[src/design/sar_pkg.sv]
// Purpose: shared constants and types of the converter serial readout block
// Assumes: 50 MHz block clock; conversion timing is internal to the device
// Notes: frame counts are in falling edges of the serial clock
package sar_pkg;

    localparam int RESULT_W = 16;
    localparam int STATUS_W = 6;
    // one extra slot for the busy start bit
    localparam int FRAME_W = RESULT_W + STATUS_W + 1;
    localparam int CNT_W = 5;

    // status word field positions
    localparam int ST_OVFLAG = 5;
    localparam int ST_SPAN = 4;
    localparam int ST_HIGHZ = 3;
    localparam int ST_TURBO = 2;
    localparam logic [1:0] ST_RSVD = 2'h0;
    localparam logic ST_OVFLAG_RESET = 1'h1;

    // falling edges per frame section
    localparam logic [CNT_W-1:0] FALLS_DATA = 5'h10;
    localparam logic [CNT_W-1:0] FALLS_STATUS = 5'h06;
    localparam logic [CNT_W-1:0] FALLS_NONE = 5'h00;
    localparam logic [CNT_W-1:0] FALLS_BUSY = 5'h01;

    // internal conversion time
    localparam int CLK_PERIOD_NS = 20;
    localparam int CONV_TIME_NS = 320;
    localparam int CONV_CYC = (CONV_TIME_NS + CLK_PERIOD_NS - 1) / CLK_PERIOD_NS;
    localparam int TMR_W = 5;
    localparam logic [TMR_W-1:0] CONV_LOAD = TMR_W'(CONV_CYC - 1);

    // synchronised pin bundle layout
    localparam int SYNC_W = 4;
    localparam int PIN_STROBE = 0;
    localparam int PIN_SEL = 1;
    localparam int PIN_SCK = 2;
    localparam int PIN_OVERV = 3;

    typedef enum logic {
        CONV_ACQUIRE,
        CONV_RUN
    } sar_conv_state_t;

    typedef enum logic [1:0] {
        RD_FLOAT,
        RD_ARMED,
        RD_DRIVE
    } sar_rd_state_t;

endpackage : sar_pkg

[src/design/sar_adc_serial_readout.sv]
// Purpose: serial readout of a 16-bit converter in chip-select mode
// Assumes: all pins sampled by ref_clk_i; result word from the converter core
// Notes: daisy-chain readout and register framing are not handled here
`timescale 1ns/10ps
module sar_adc_serial_readout (
    input wire logic ref_clk_i,
    input wire logic arst_n_i,
    input wire logic conv_strobe_i,
    input wire logic select_input_i,
    input wire logic sck_i,
    input wire logic overvoltage_i,
    input wire logic turbo_en_i,
    input wire logic status_en_i,
    input wire logic span_comp_i,
    input wire logic high_z_i,
    input wire logic [sar_pkg::RESULT_W-1:0] conv_result_i,
    output logic serial_out_o,
    output logic serial_out_oe_o,
    output logic converting_o,
    output logic conv_done_o,
    output logic powered_down_o,
    output logic cs_mode_o
);

    logic [sar_pkg::SYNC_W-1:0] pin_lvl;
    logic [sar_pkg::SYNC_W-1:0] pin_rise;
    logic [sar_pkg::SYNC_W-1:0] pin_fall;

    sar_pin_sync u_sync (
        .ref_clk_i(ref_clk_i),
        .arst_n_i(arst_n_i),
        .pin_i({overvoltage_i, sck_i, select_input_i, conv_strobe_i}),
        .level_o(pin_lvl),
        .rise_o(pin_rise),
        .fall_o(pin_fall)
    );

    logic stb_lvl;
    logic stb_rise;
    logic stb_fall;
    logic sel_lvl;
    logic sel_rise;
    logic sel_fall;
    logic sck_fall;
    logic overv_lvl;

    assign stb_lvl = pin_lvl[sar_pkg::PIN_STROBE];
    assign stb_rise = pin_rise[sar_pkg::PIN_STROBE];
    assign stb_fall = pin_fall[sar_pkg::PIN_STROBE];
    assign sel_lvl = pin_lvl[sar_pkg::PIN_SEL];
    assign sel_rise = pin_rise[sar_pkg::PIN_SEL];
    assign sel_fall = pin_fall[sar_pkg::PIN_SEL];
    assign sck_fall = pin_fall[sar_pkg::PIN_SCK];
    assign overv_lvl = pin_lvl[sar_pkg::PIN_OVERV];

    // ---------------- conversion sequencing ----------------
    sar_pkg::sar_conv_state_t conv_q;
    logic [sar_pkg::TMR_W-1:0] tmr_q;
    logic cs_mode_q;
    logic conv_start;
    logic conv_end;

    // a rising strobe during a conversion is ignored: it runs to completion
    assign conv_start = stb_rise && (conv_q == sar_pkg::CONV_ACQUIRE);
    assign conv_end = (conv_q == sar_pkg::CONV_RUN) && (tmr_q == '0);

    always_ff @(posedge ref_clk_i or negedge arst_n_i) begin
        if (!arst_n_i) begin
            conv_q <= sar_pkg::CONV_ACQUIRE;
            tmr_q <= '0;
        end else begin
            case (conv_q)
                sar_pkg::CONV_ACQUIRE: begin
                    if (conv_start) begin
                        conv_q <= sar_pkg::CONV_RUN;
                        tmr_q <= sar_pkg::CONV_LOAD;
                    end
                end
                sar_pkg::CONV_RUN: begin
                    if (conv_end) begin
                        conv_q <= sar_pkg::CONV_ACQUIRE;
                    end else begin
                        tmr_q <= tmr_q - 1'b1;
                    end
                end
                default: begin
                    conv_q <= sar_pkg::CONV_ACQUIRE;
                end
            endcase
        end
    end

    // mode picked by the select level seen with the strobe edge
    always_ff @(posedge ref_clk_i or negedge arst_n_i) begin
        if (!arst_n_i) begin
            cs_mode_q <= 1'b0;
        end else if (conv_start) begin
            cs_mode_q <= sel_lvl;
        end
    end

    // ---------------- result and status capture ----------------
    logic [sar_pkg::RESULT_W-1:0] result_q;
    logic [sar_pkg::STATUS_W-1:0] status_q;
    logic [sar_pkg::STATUS_W-1:0] status_now;

    // overvoltage is sampled at the end of each conversion, low means overvoltage
    assign status_now = {~overv_lvl, span_comp_i, high_z_i, turbo_en_i,
        sar_pkg::ST_RSVD};

    always_ff @(posedge ref_clk_i or negedge arst_n_i) begin
        if (!arst_n_i) begin
            result_q <= '0;
            status_q <= {sar_pkg::ST_OVFLAG_RESET, {(sar_pkg::STATUS_W-1){1'b0}}};
        end else if (conv_end) begin
            result_q <= conv_result_i;
            status_q <= status_now;
        end
    end

    // ---------------- serial frame ----------------
    sar_pkg::sar_rd_state_t rd_q;
    logic [sar_pkg::FRAME_W-1:0] sh_q;
    logic [sar_pkg::CNT_W-1:0] cnt_q;
    logic [sar_pkg::CNT_W-1:0] len_q;
    logic [sar_pkg::CNT_W-1:0] len_plain;
    logic want_busy;
    logic deselect;

    function automatic logic [sar_pkg::FRAME_W-1:0] frame_word(
        input logic busy,
        input logic [sar_pkg::RESULT_W-1:0] res,
        input logic [sar_pkg::STATUS_W-1:0] st
    );
        // busy frames lead with a low start bit, data follows without a gap
        if (busy) begin
            frame_word = {1'b0, res, st};
        end else begin
            frame_word = {res, st, 1'b0};
        end
    endfunction : frame_word

    assign len_plain = sar_pkg::FALLS_DATA
        + (status_en_i ? sar_pkg::FALLS_STATUS : sar_pkg::FALLS_NONE);
    // turbo blocks the busy start bit completely
    assign want_busy = cs_mode_q && !turbo_en_i && (!stb_lvl || !sel_lvl);
    // select rising ends any frame, covering the four-wire forms
    assign deselect = sel_rise;

    always_ff @(posedge ref_clk_i or negedge arst_n_i) begin
        if (!arst_n_i) begin
            rd_q <= sar_pkg::RD_FLOAT;
            sh_q <= '0;
            cnt_q <= '0;
            len_q <= '0;
        end else if (stb_rise) begin
            cnt_q <= '0;
            if (turbo_en_i && sel_lvl && conv_start) begin
                // previous result is readable while the new one converts
                rd_q <= sar_pkg::RD_ARMED;
                sh_q <= frame_word(1'b0, result_q, status_q);
                len_q <= len_plain;
            end else begin
                rd_q <= sar_pkg::RD_FLOAT;
            end
        end else if (deselect) begin
            rd_q <= sar_pkg::RD_FLOAT;
        end else if (conv_end && cs_mode_q && !turbo_en_i) begin
            cnt_q <= '0;
            if (want_busy) begin
                // output goes low as the completion signal
                rd_q <= sar_pkg::RD_DRIVE;
                sh_q <= frame_word(1'b1, conv_result_i, status_now);
                len_q <= len_plain + sar_pkg::FALLS_BUSY;
            end else begin
                rd_q <= sar_pkg::RD_ARMED;
                sh_q <= frame_word(1'b0, conv_result_i, status_now);
                len_q <= len_plain;
            end
        end else begin
            case (rd_q)
                sar_pkg::RD_FLOAT: begin
                    rd_q <= sar_pkg::RD_FLOAT;
                end
                sar_pkg::RD_ARMED: begin
                    if (stb_fall || sel_fall) begin
                        rd_q <= sar_pkg::RD_DRIVE;
                    end
                end
                sar_pkg::RD_DRIVE: begin
                    if (sck_fall) begin
                        if (cnt_q == len_q - 1'b1) begin
                            rd_q <= sar_pkg::RD_FLOAT;
                        end else begin
                            sh_q <= {sh_q[sar_pkg::FRAME_W-2:0], 1'b0};
                            cnt_q <= cnt_q + 1'b1;
                        end
                    end
                end
                default: begin
                    rd_q <= sar_pkg::RD_FLOAT;
                end
            endcase
        end
    end

    // bit changes only on a falling sck, so it stands through both edges
    assign serial_out_o = sh_q[sar_pkg::FRAME_W-1];
    assign serial_out_oe_o = (rd_q == sar_pkg::RD_DRIVE);
    assign converting_o = (conv_q == sar_pkg::CONV_RUN);
    assign powered_down_o = (conv_q == sar_pkg::CONV_ACQUIRE);
    assign cs_mode_o = cs_mode_q;

    always_ff @(posedge ref_clk_i or negedge arst_n_i) begin
        if (!arst_n_i) begin
            conv_done_o <= 1'b0;
        end else begin
            conv_done_o <= conv_end;
        end
    end

    // ---------------- checks ----------------
    a_conv_length: assert property (@(posedge ref_clk_i) disable iff (!arst_n_i)
        conv_start |=> converting_o ##15 (converting_o && conv_end) ##1 !converting_o)
        else $error("conversion length wrong");

    a_conv_holds: assert property (@(posedge ref_clk_i) disable iff (!arst_n_i)
        conv_start |=> converting_o[*8])
        else $error("conversion stopped early");

    a_start_floats: assert property (@(posedge ref_clk_i) disable iff (!arst_n_i)
        (stb_rise && !(turbo_en_i && sel_lvl && conv_start)) |=> !serial_out_oe_o)
        else $error("output not floated on strobe rise");

    a_busy_start: assert property (@(posedge ref_clk_i) disable iff (!arst_n_i)
        (conv_end && want_busy && !stb_rise && !sel_rise)
        |=> serial_out_oe_o && !serial_out_o)
        else $error("busy start bit missing");

    a_quiet_conv: assert property (@(posedge ref_clk_i) disable iff (!arst_n_i)
        (converting_o && !conv_end && !turbo_en_i && rd_q != sar_pkg::RD_DRIVE)
        |=> !serial_out_oe_o)
        else $error("output driven during conversion");

    a_turbo_nobusy: assert property (@(posedge ref_clk_i) disable iff (!arst_n_i)
        (conv_end && turbo_en_i && rd_q == sar_pkg::RD_FLOAT && !stb_rise)
        |=> !serial_out_oe_o)
        else $error("busy bit in turbo");

    a_msb_on_fall: assert property (@(posedge ref_clk_i) disable iff (!arst_n_i)
        (rd_q == sar_pkg::RD_ARMED && (stb_fall || sel_fall) && !stb_rise && !sel_rise
         && !conv_end)
        |=> serial_out_oe_o && serial_out_o == $past(sh_q[sar_pkg::FRAME_W-1]))
        else $error("msb not driven on select fall");

    a_frame_end: assert property (@(posedge ref_clk_i) disable iff (!arst_n_i)
        (rd_q == sar_pkg::RD_DRIVE && sck_fall && cnt_q == len_q - 1'b1 && !stb_rise)
        |=> !serial_out_oe_o)
        else $error("frame did not end on last fall");

    a_select_float: assert property (@(posedge ref_clk_i) disable iff (!arst_n_i)
        (sel_rise && !stb_rise) |=> !serial_out_oe_o)
        else $error("select rise did not float output");

    a_bit_stable: assert property (@(posedge ref_clk_i) disable iff (!arst_n_i)
        (serial_out_oe_o && !sck_fall && !stb_rise && !conv_end)
        |=> $stable(serial_out_o))
        else $error("data changed without sck fall");

    a_overv_refresh: assert property (@(posedge ref_clk_i) disable iff (!arst_n_i)
        conv_end |=> status_q[sar_pkg::ST_OVFLAG] == !$past(overv_lvl))
        else $error("overvoltage flag not refreshed");

endmodule : sar_adc_serial_readout

[src/design/sar_pin_sync.sv]
// Purpose: two-flop synchronisers with edge detection for the device pins
// Assumes: pins are asynchronous to ref_clk_i
// Notes: edges are found from the second and third stage only
`timescale 1ns/10ps
module sar_pin_sync (
    input wire logic ref_clk_i,
    input wire logic arst_n_i,
    input wire logic [sar_pkg::SYNC_W-1:0] pin_i,
    output logic [sar_pkg::SYNC_W-1:0] level_o,
    output logic [sar_pkg::SYNC_W-1:0] rise_o,
    output logic [sar_pkg::SYNC_W-1:0] fall_o
);

    genvar g;
    generate
        for (g = 0; g < sar_pkg::SYNC_W; g++) begin : g_pin
            logic meta_q;
            logic sync_q;
            logic prev_q;

            always_ff @(posedge ref_clk_i or negedge arst_n_i) begin
                if (!arst_n_i) begin
                    meta_q <= 1'b0;
                    sync_q <= 1'b0;
                    prev_q <= 1'b0;
                end else begin
                    meta_q <= pin_i[g];
                    sync_q <= meta_q;
                    prev_q <= sync_q;
                end
            end

            assign level_o[g] = sync_q;
            assign rise_o[g] = sync_q & ~prev_q;
            assign fall_o[g] = ~sync_q & prev_q;
        end
    endgenerate

endmodule : sar_pin_sync

[config.mk]
export PLATFORM = sky130hd
export DESIGN_NAME = sar_adc_serial_readout
export DESIGN_NICKNAME = d
export VERILOG_FILES = /design/src/design/sar_pkg.sv /design/src/design/sar_adc_serial_readout.sv /design/src/design/sar_pin_sync.sv
export SDC_FILE = /design/constraint.sdc
export NUM_CORES = 1
export LEC_CHECK = 0
export ABC_AREA = 1
export BUFFER_PORTS_ARGS = -buffer_cell sky130_fd_sc_hd__buf_4
export CAP_MARGIN = 20
export CORE_MARGIN = 1
export CORE_UTILIZATION = 64
export CTS_CLUSTER_SIZE = 14
export DETAILED_ROUTE_END_ITERATION = 6
export PLACE_DENSITY = 0.85
export SLEW_MARGIN = 20
export SYNTH_ARGS = -nofsm -noshare
export SYNTH_HDL_FRONTEND = slang
export SYNTH_SLANG_ARGS = --single-unit
[constraint.sdc]
create_clock -name ref_clk_i -period 2.53 [get_ports ref_clk_i]
set_input_delay 0.1265 -clock ref_clk_i [delete_from_list [all_inputs] [get_ports ref_clk_i]]
set_output_delay 0.1265 -clock ref_clk_i [all_outputs]
set_load 0.005 [all_outputs]
==> summary.txt <==
Drt
  – Routed vias: 3,289
  – DR iter-0 viols: 370
  – DRC viols: 0
  – Pre-antenna DRT Iters: 5
  – Antenna Nets Post-Route: 0
  – Vias/cell: 5.35
  – Routed WL: 8.25 mm
  – Mean routed wirelength per cell: 13.4 um

Critical path
  – CP Launch Type: flip-flop
  – Worst EP required: 2.81 ns
  – Reg2reg setup slack: 0.27 ns
  – R2R Path Start: len_q[0]$_DFFE_PN0P_
  – Worst Path Arrival: 2.54 ns
  – WS Path Type: reg2reg
  – Worst-path fanout max: 28
  – Worst setup EP type: flip-flop
  – Worst setup startpoint: len_q[0]$_DFFE_PN0P_

Worst hold path
  – Hold Startpoint: span_comp_i
  – Hold Crit Class: in2reg

Timing
  – Max-slew violations: 0
  – Worst Skew: 0.00483 ns
  – Final cycle utilization of the critical path: 89.5%
  – Total negative slack: 0 ns
  – RSZ-0062 raised after global routing: no
  – Worst-margin pin slew: 0.876 ns
  – Final hold vios: 0
  – Worst Setup Slack, final: 0.266 ns
  – Fmax: 0.442 GHz
  – Headroom to the max-slew limit: 41.6%
  – Setup violators final: 0
  – Period minus WS final: 2.26 ns

Global route
  – First-pass GRT wire length: 14.4 mm
  – Initial antenna violation count: 0
  – Tot GR Track Use: 30.4%
  – Vias in the first global route: 3,213
  – Largest net degree at the start of global routing: 71
  – Grt ovf: 0

Power and ir drop
  – Combinational share of power: 28.3%
  – Clock power frac: 27.7%
  – Tot Pwr: 4000 uW
  – Leak: 0.00238 uW
  – Pwr Density: 933 nW/um2
  – Switching power: 1360 uW
  – Flop pwr share: 44.0%
  – Internal Pwr Total: 2640 uW
  – VDD IR max: 0.685 mV
  – Sw Ratio: 34.0%

Logic synthesis
  – Adder-cell share of the synthesized area: 2.01%
  – Main combinational cell family by area after synthesis: simple AND/OR/NAND/NOR gates
  – Mean Syn Cell Area: 7.38 um2
  – Compound-cell area share of the yosys netlist: 7.35%
  – Post-Synth XOR/XNOR Area: 0.702%
  – Post-synth ARST share: 100%
  – Gate Count Post-Synth: 507
  – Synth warn: 0
  – Synth unique cells: 33
  – Synth Area in Simple Gates: 33.1%
  – Number of enable flip-flop cells after synthesis: 0
  – Predominant post-synthesis flop cell: dfrtp_1
  – Sequential area share after synthesis: 46.8%
  – Multiplexer area fraction after synthesis: 0%
  – Mapped Nets: 539
  – Flops & latches, synth: 70
  – Synthesized area: 3740 um2

Placed design
  – Pre-CTS setup slack: 0.352 ns
  – Final GP Congestion: 0.812
  – Cell Area, Placed: 3970 um2
  – Detail Placement HPWL: 5.12 mm
  – Port bufs: 31

Floorplan
  – Die Y: 78.5 um
  – Core Region: 5570 um2
  – Initial Utilization: 67.2%
  – Die area: 6160 um2
  – Top Ports: 32
  – Die W: 78.5 um
  – Num rows: 27

Layout
  – Layout cells sized above 1: 12.2%
  – Final cell utilization of the core: 76.9%
  – Area Overhead vs Synth: 14.4%
  – Number of fill cells: 405
  – Fin nets: 570
  – Antenna Cells: 0
  – Cell area after layout: 4280 um2

Clock network
  – Worst-path clk slew: 0.07 ns
  – # clock sinks: 70
  – Worst skew pair latency: 0.35 ns
  – Root Driver: clkbuf_8
  – Htree depth: 3
  – Num CTS Buffers: 9
  – TritonCTS clock tree: yes
  – Postcts setup bufs: 0
  – Clk buf depth: 2

Job
  – Max Cap Viol: 0

Status
  – Status: finished, final reports clean
[cell families (layout without fill, tap and decap cells)]
kind of cell / Yosys count / in the layout
AO/OA/AOI/OAI: 52 / 52
AND/OR/NAND/NOR: 289 / 289
flip-flops: 70 / 70
adder cells (fa/ha/maj): 6 / 6
XOR/XNOR: 3 / 3
buffers and inverters: 87 / 123
[repair_timing]
item / in CTS / in global routing
endpoints found under the hold margin: 74 / 0
hold buffers: 6 / 0
gates resized for setup: 0 / 0
[path summary, 6_finish.rpt]
path / endpoint / cells after the start
max in group asynchronous: u_sync.g_pin[2].sync_q$_DFF_PN0_ / 2
worst min register to register: u_sync.g_pin[2].sync_q$_DFF_PN0_ / 0
worst max register to register: sh_q[18]$_DFFE_PN0P_ / 13
min in group asynchronous: len_q[2]$_DFFE_PN0P_ / 2
worst max-delay path: sh_q[18]$_DFFE_PN0P_ / 13
worst min-delay path: status_q[4]$_DFFE_PN0N_ / 3
[worst max-delay path, cell delays in order (launching register included)]
cell and delay [ns]:
dfrtp_1 0.39, inv_1 0.10, ha_1 0.32, inv_1 0.07, nand2_1 0.04, nand2_1 0.07
nand2_1 0.05, nor2_1 0.16, nand2_1 0.11, nand2_2 0.12, nand2_4 0.19, nand2_2 0.37
nand2_1 0.09, nand2_1 0.11
[routing by layer]
| layer | track usage, % | share of wire (%) | routed length (um) |
|---|---|---|---|
| met1 | 39.3 | 45 | 3670 |
| met2 | 50.9 | 49 | 4050 |
| met3 | 5.70 | 4.7 | 385 |
| met4 | 11.3 | 1.6 | 134 |
| met5 | 0 | 0 | 0 |
[registers in the layout, indices dropped and copies added, names as in the netlist]
signal,count
cnt_q,5
conv_done_o,1
converting_o,1
cs_mode_o,1
len_q,3
rd_q,2
result_q,16
sh_q,21
status_q,4
tmr_q,5
u_sync.g_pin.meta_q,4
u_sync.g_pin.prev_q,3
u_sync.g_pin.sync_q,4
[cell usage after synthesis (2+ instances only)]
cell type	number	share of area [%]
a21oi_1	2	0.27
buf_1	2	0.20
buf_2	4	0.53
buf_4	4	0.80
buf_6	4	1.2
clkbuf_1	8	0.80
dfrtp_1	69	46
ha_1	6	2.0
inv_1	62	6.2
inv_2	3	0.30
nand2_1	196	20
nand2_2	2	0.33
nand3_1	58	7.8
nand4_1	2	0.33
nor2_1	19	1.9
nor2_4	2	0.60
nor3_1	2	0.27
o21ai_0	46	6.1
xor2_1	2	0.47
[power groups by stage]
| stage | Sequential [uW] | Combinational [uW] | Clock [uW] |
|---|---|---|---|
| detailed placement | 1750 | 1110 | 0 |
| finish | 1760 | 1130 | 1110 |
| global placement | 1740 | 1030 | 0 |
| floorplan | 1690 | 839 | 0 |
| global route | 1800 | 1330 | 1160 |
| CTS | 1750 | 1130 | 1120 |
[placed cells by master (no fill, tap or decap), types with 2 or more instances in the layout]
cell type / instances
a21oi_1: 2
buf_4: 36
bufinv_16: 2
clkbuf_8: 14
dfrtp_1: 69
dlygate4sd3_1: 6
ha_1: 6
inv_1: 62
inv_2: 3
nand2_1: 196
nand2_2: 2
nand3_1: 58
nand4_1: 2
nor2_1: 19
nor2_4: 2
nor3_1: 2
o21ai_0: 46
xor2_1: 2
[stage by stage]
stage | hold slack [ns] | std cells
3_5_place_dp | 0.237 | 593
5_1_grt | 0.0441 | 615
2_1_floorplan | -0.169 | 507
4_1_cts | 0.0121 | 615
6_report | 0.0137 | 615
3_3_place_gp | 0.236 | 593
[area by class of cell]
cell class              count  area [um2]  area share (%)
clock buffers              14         193            4.50
clock inverters             2        60.1            1.40
inverters                  65         244            5.70
multi-input cells         350        1610            37.7
flip-flops and latches     70        1750            40.9
well taps                  72        90.1            2.10
repair buffers             42         330            7.71
No activity file was read; power rests on OpenSTA's default activity.
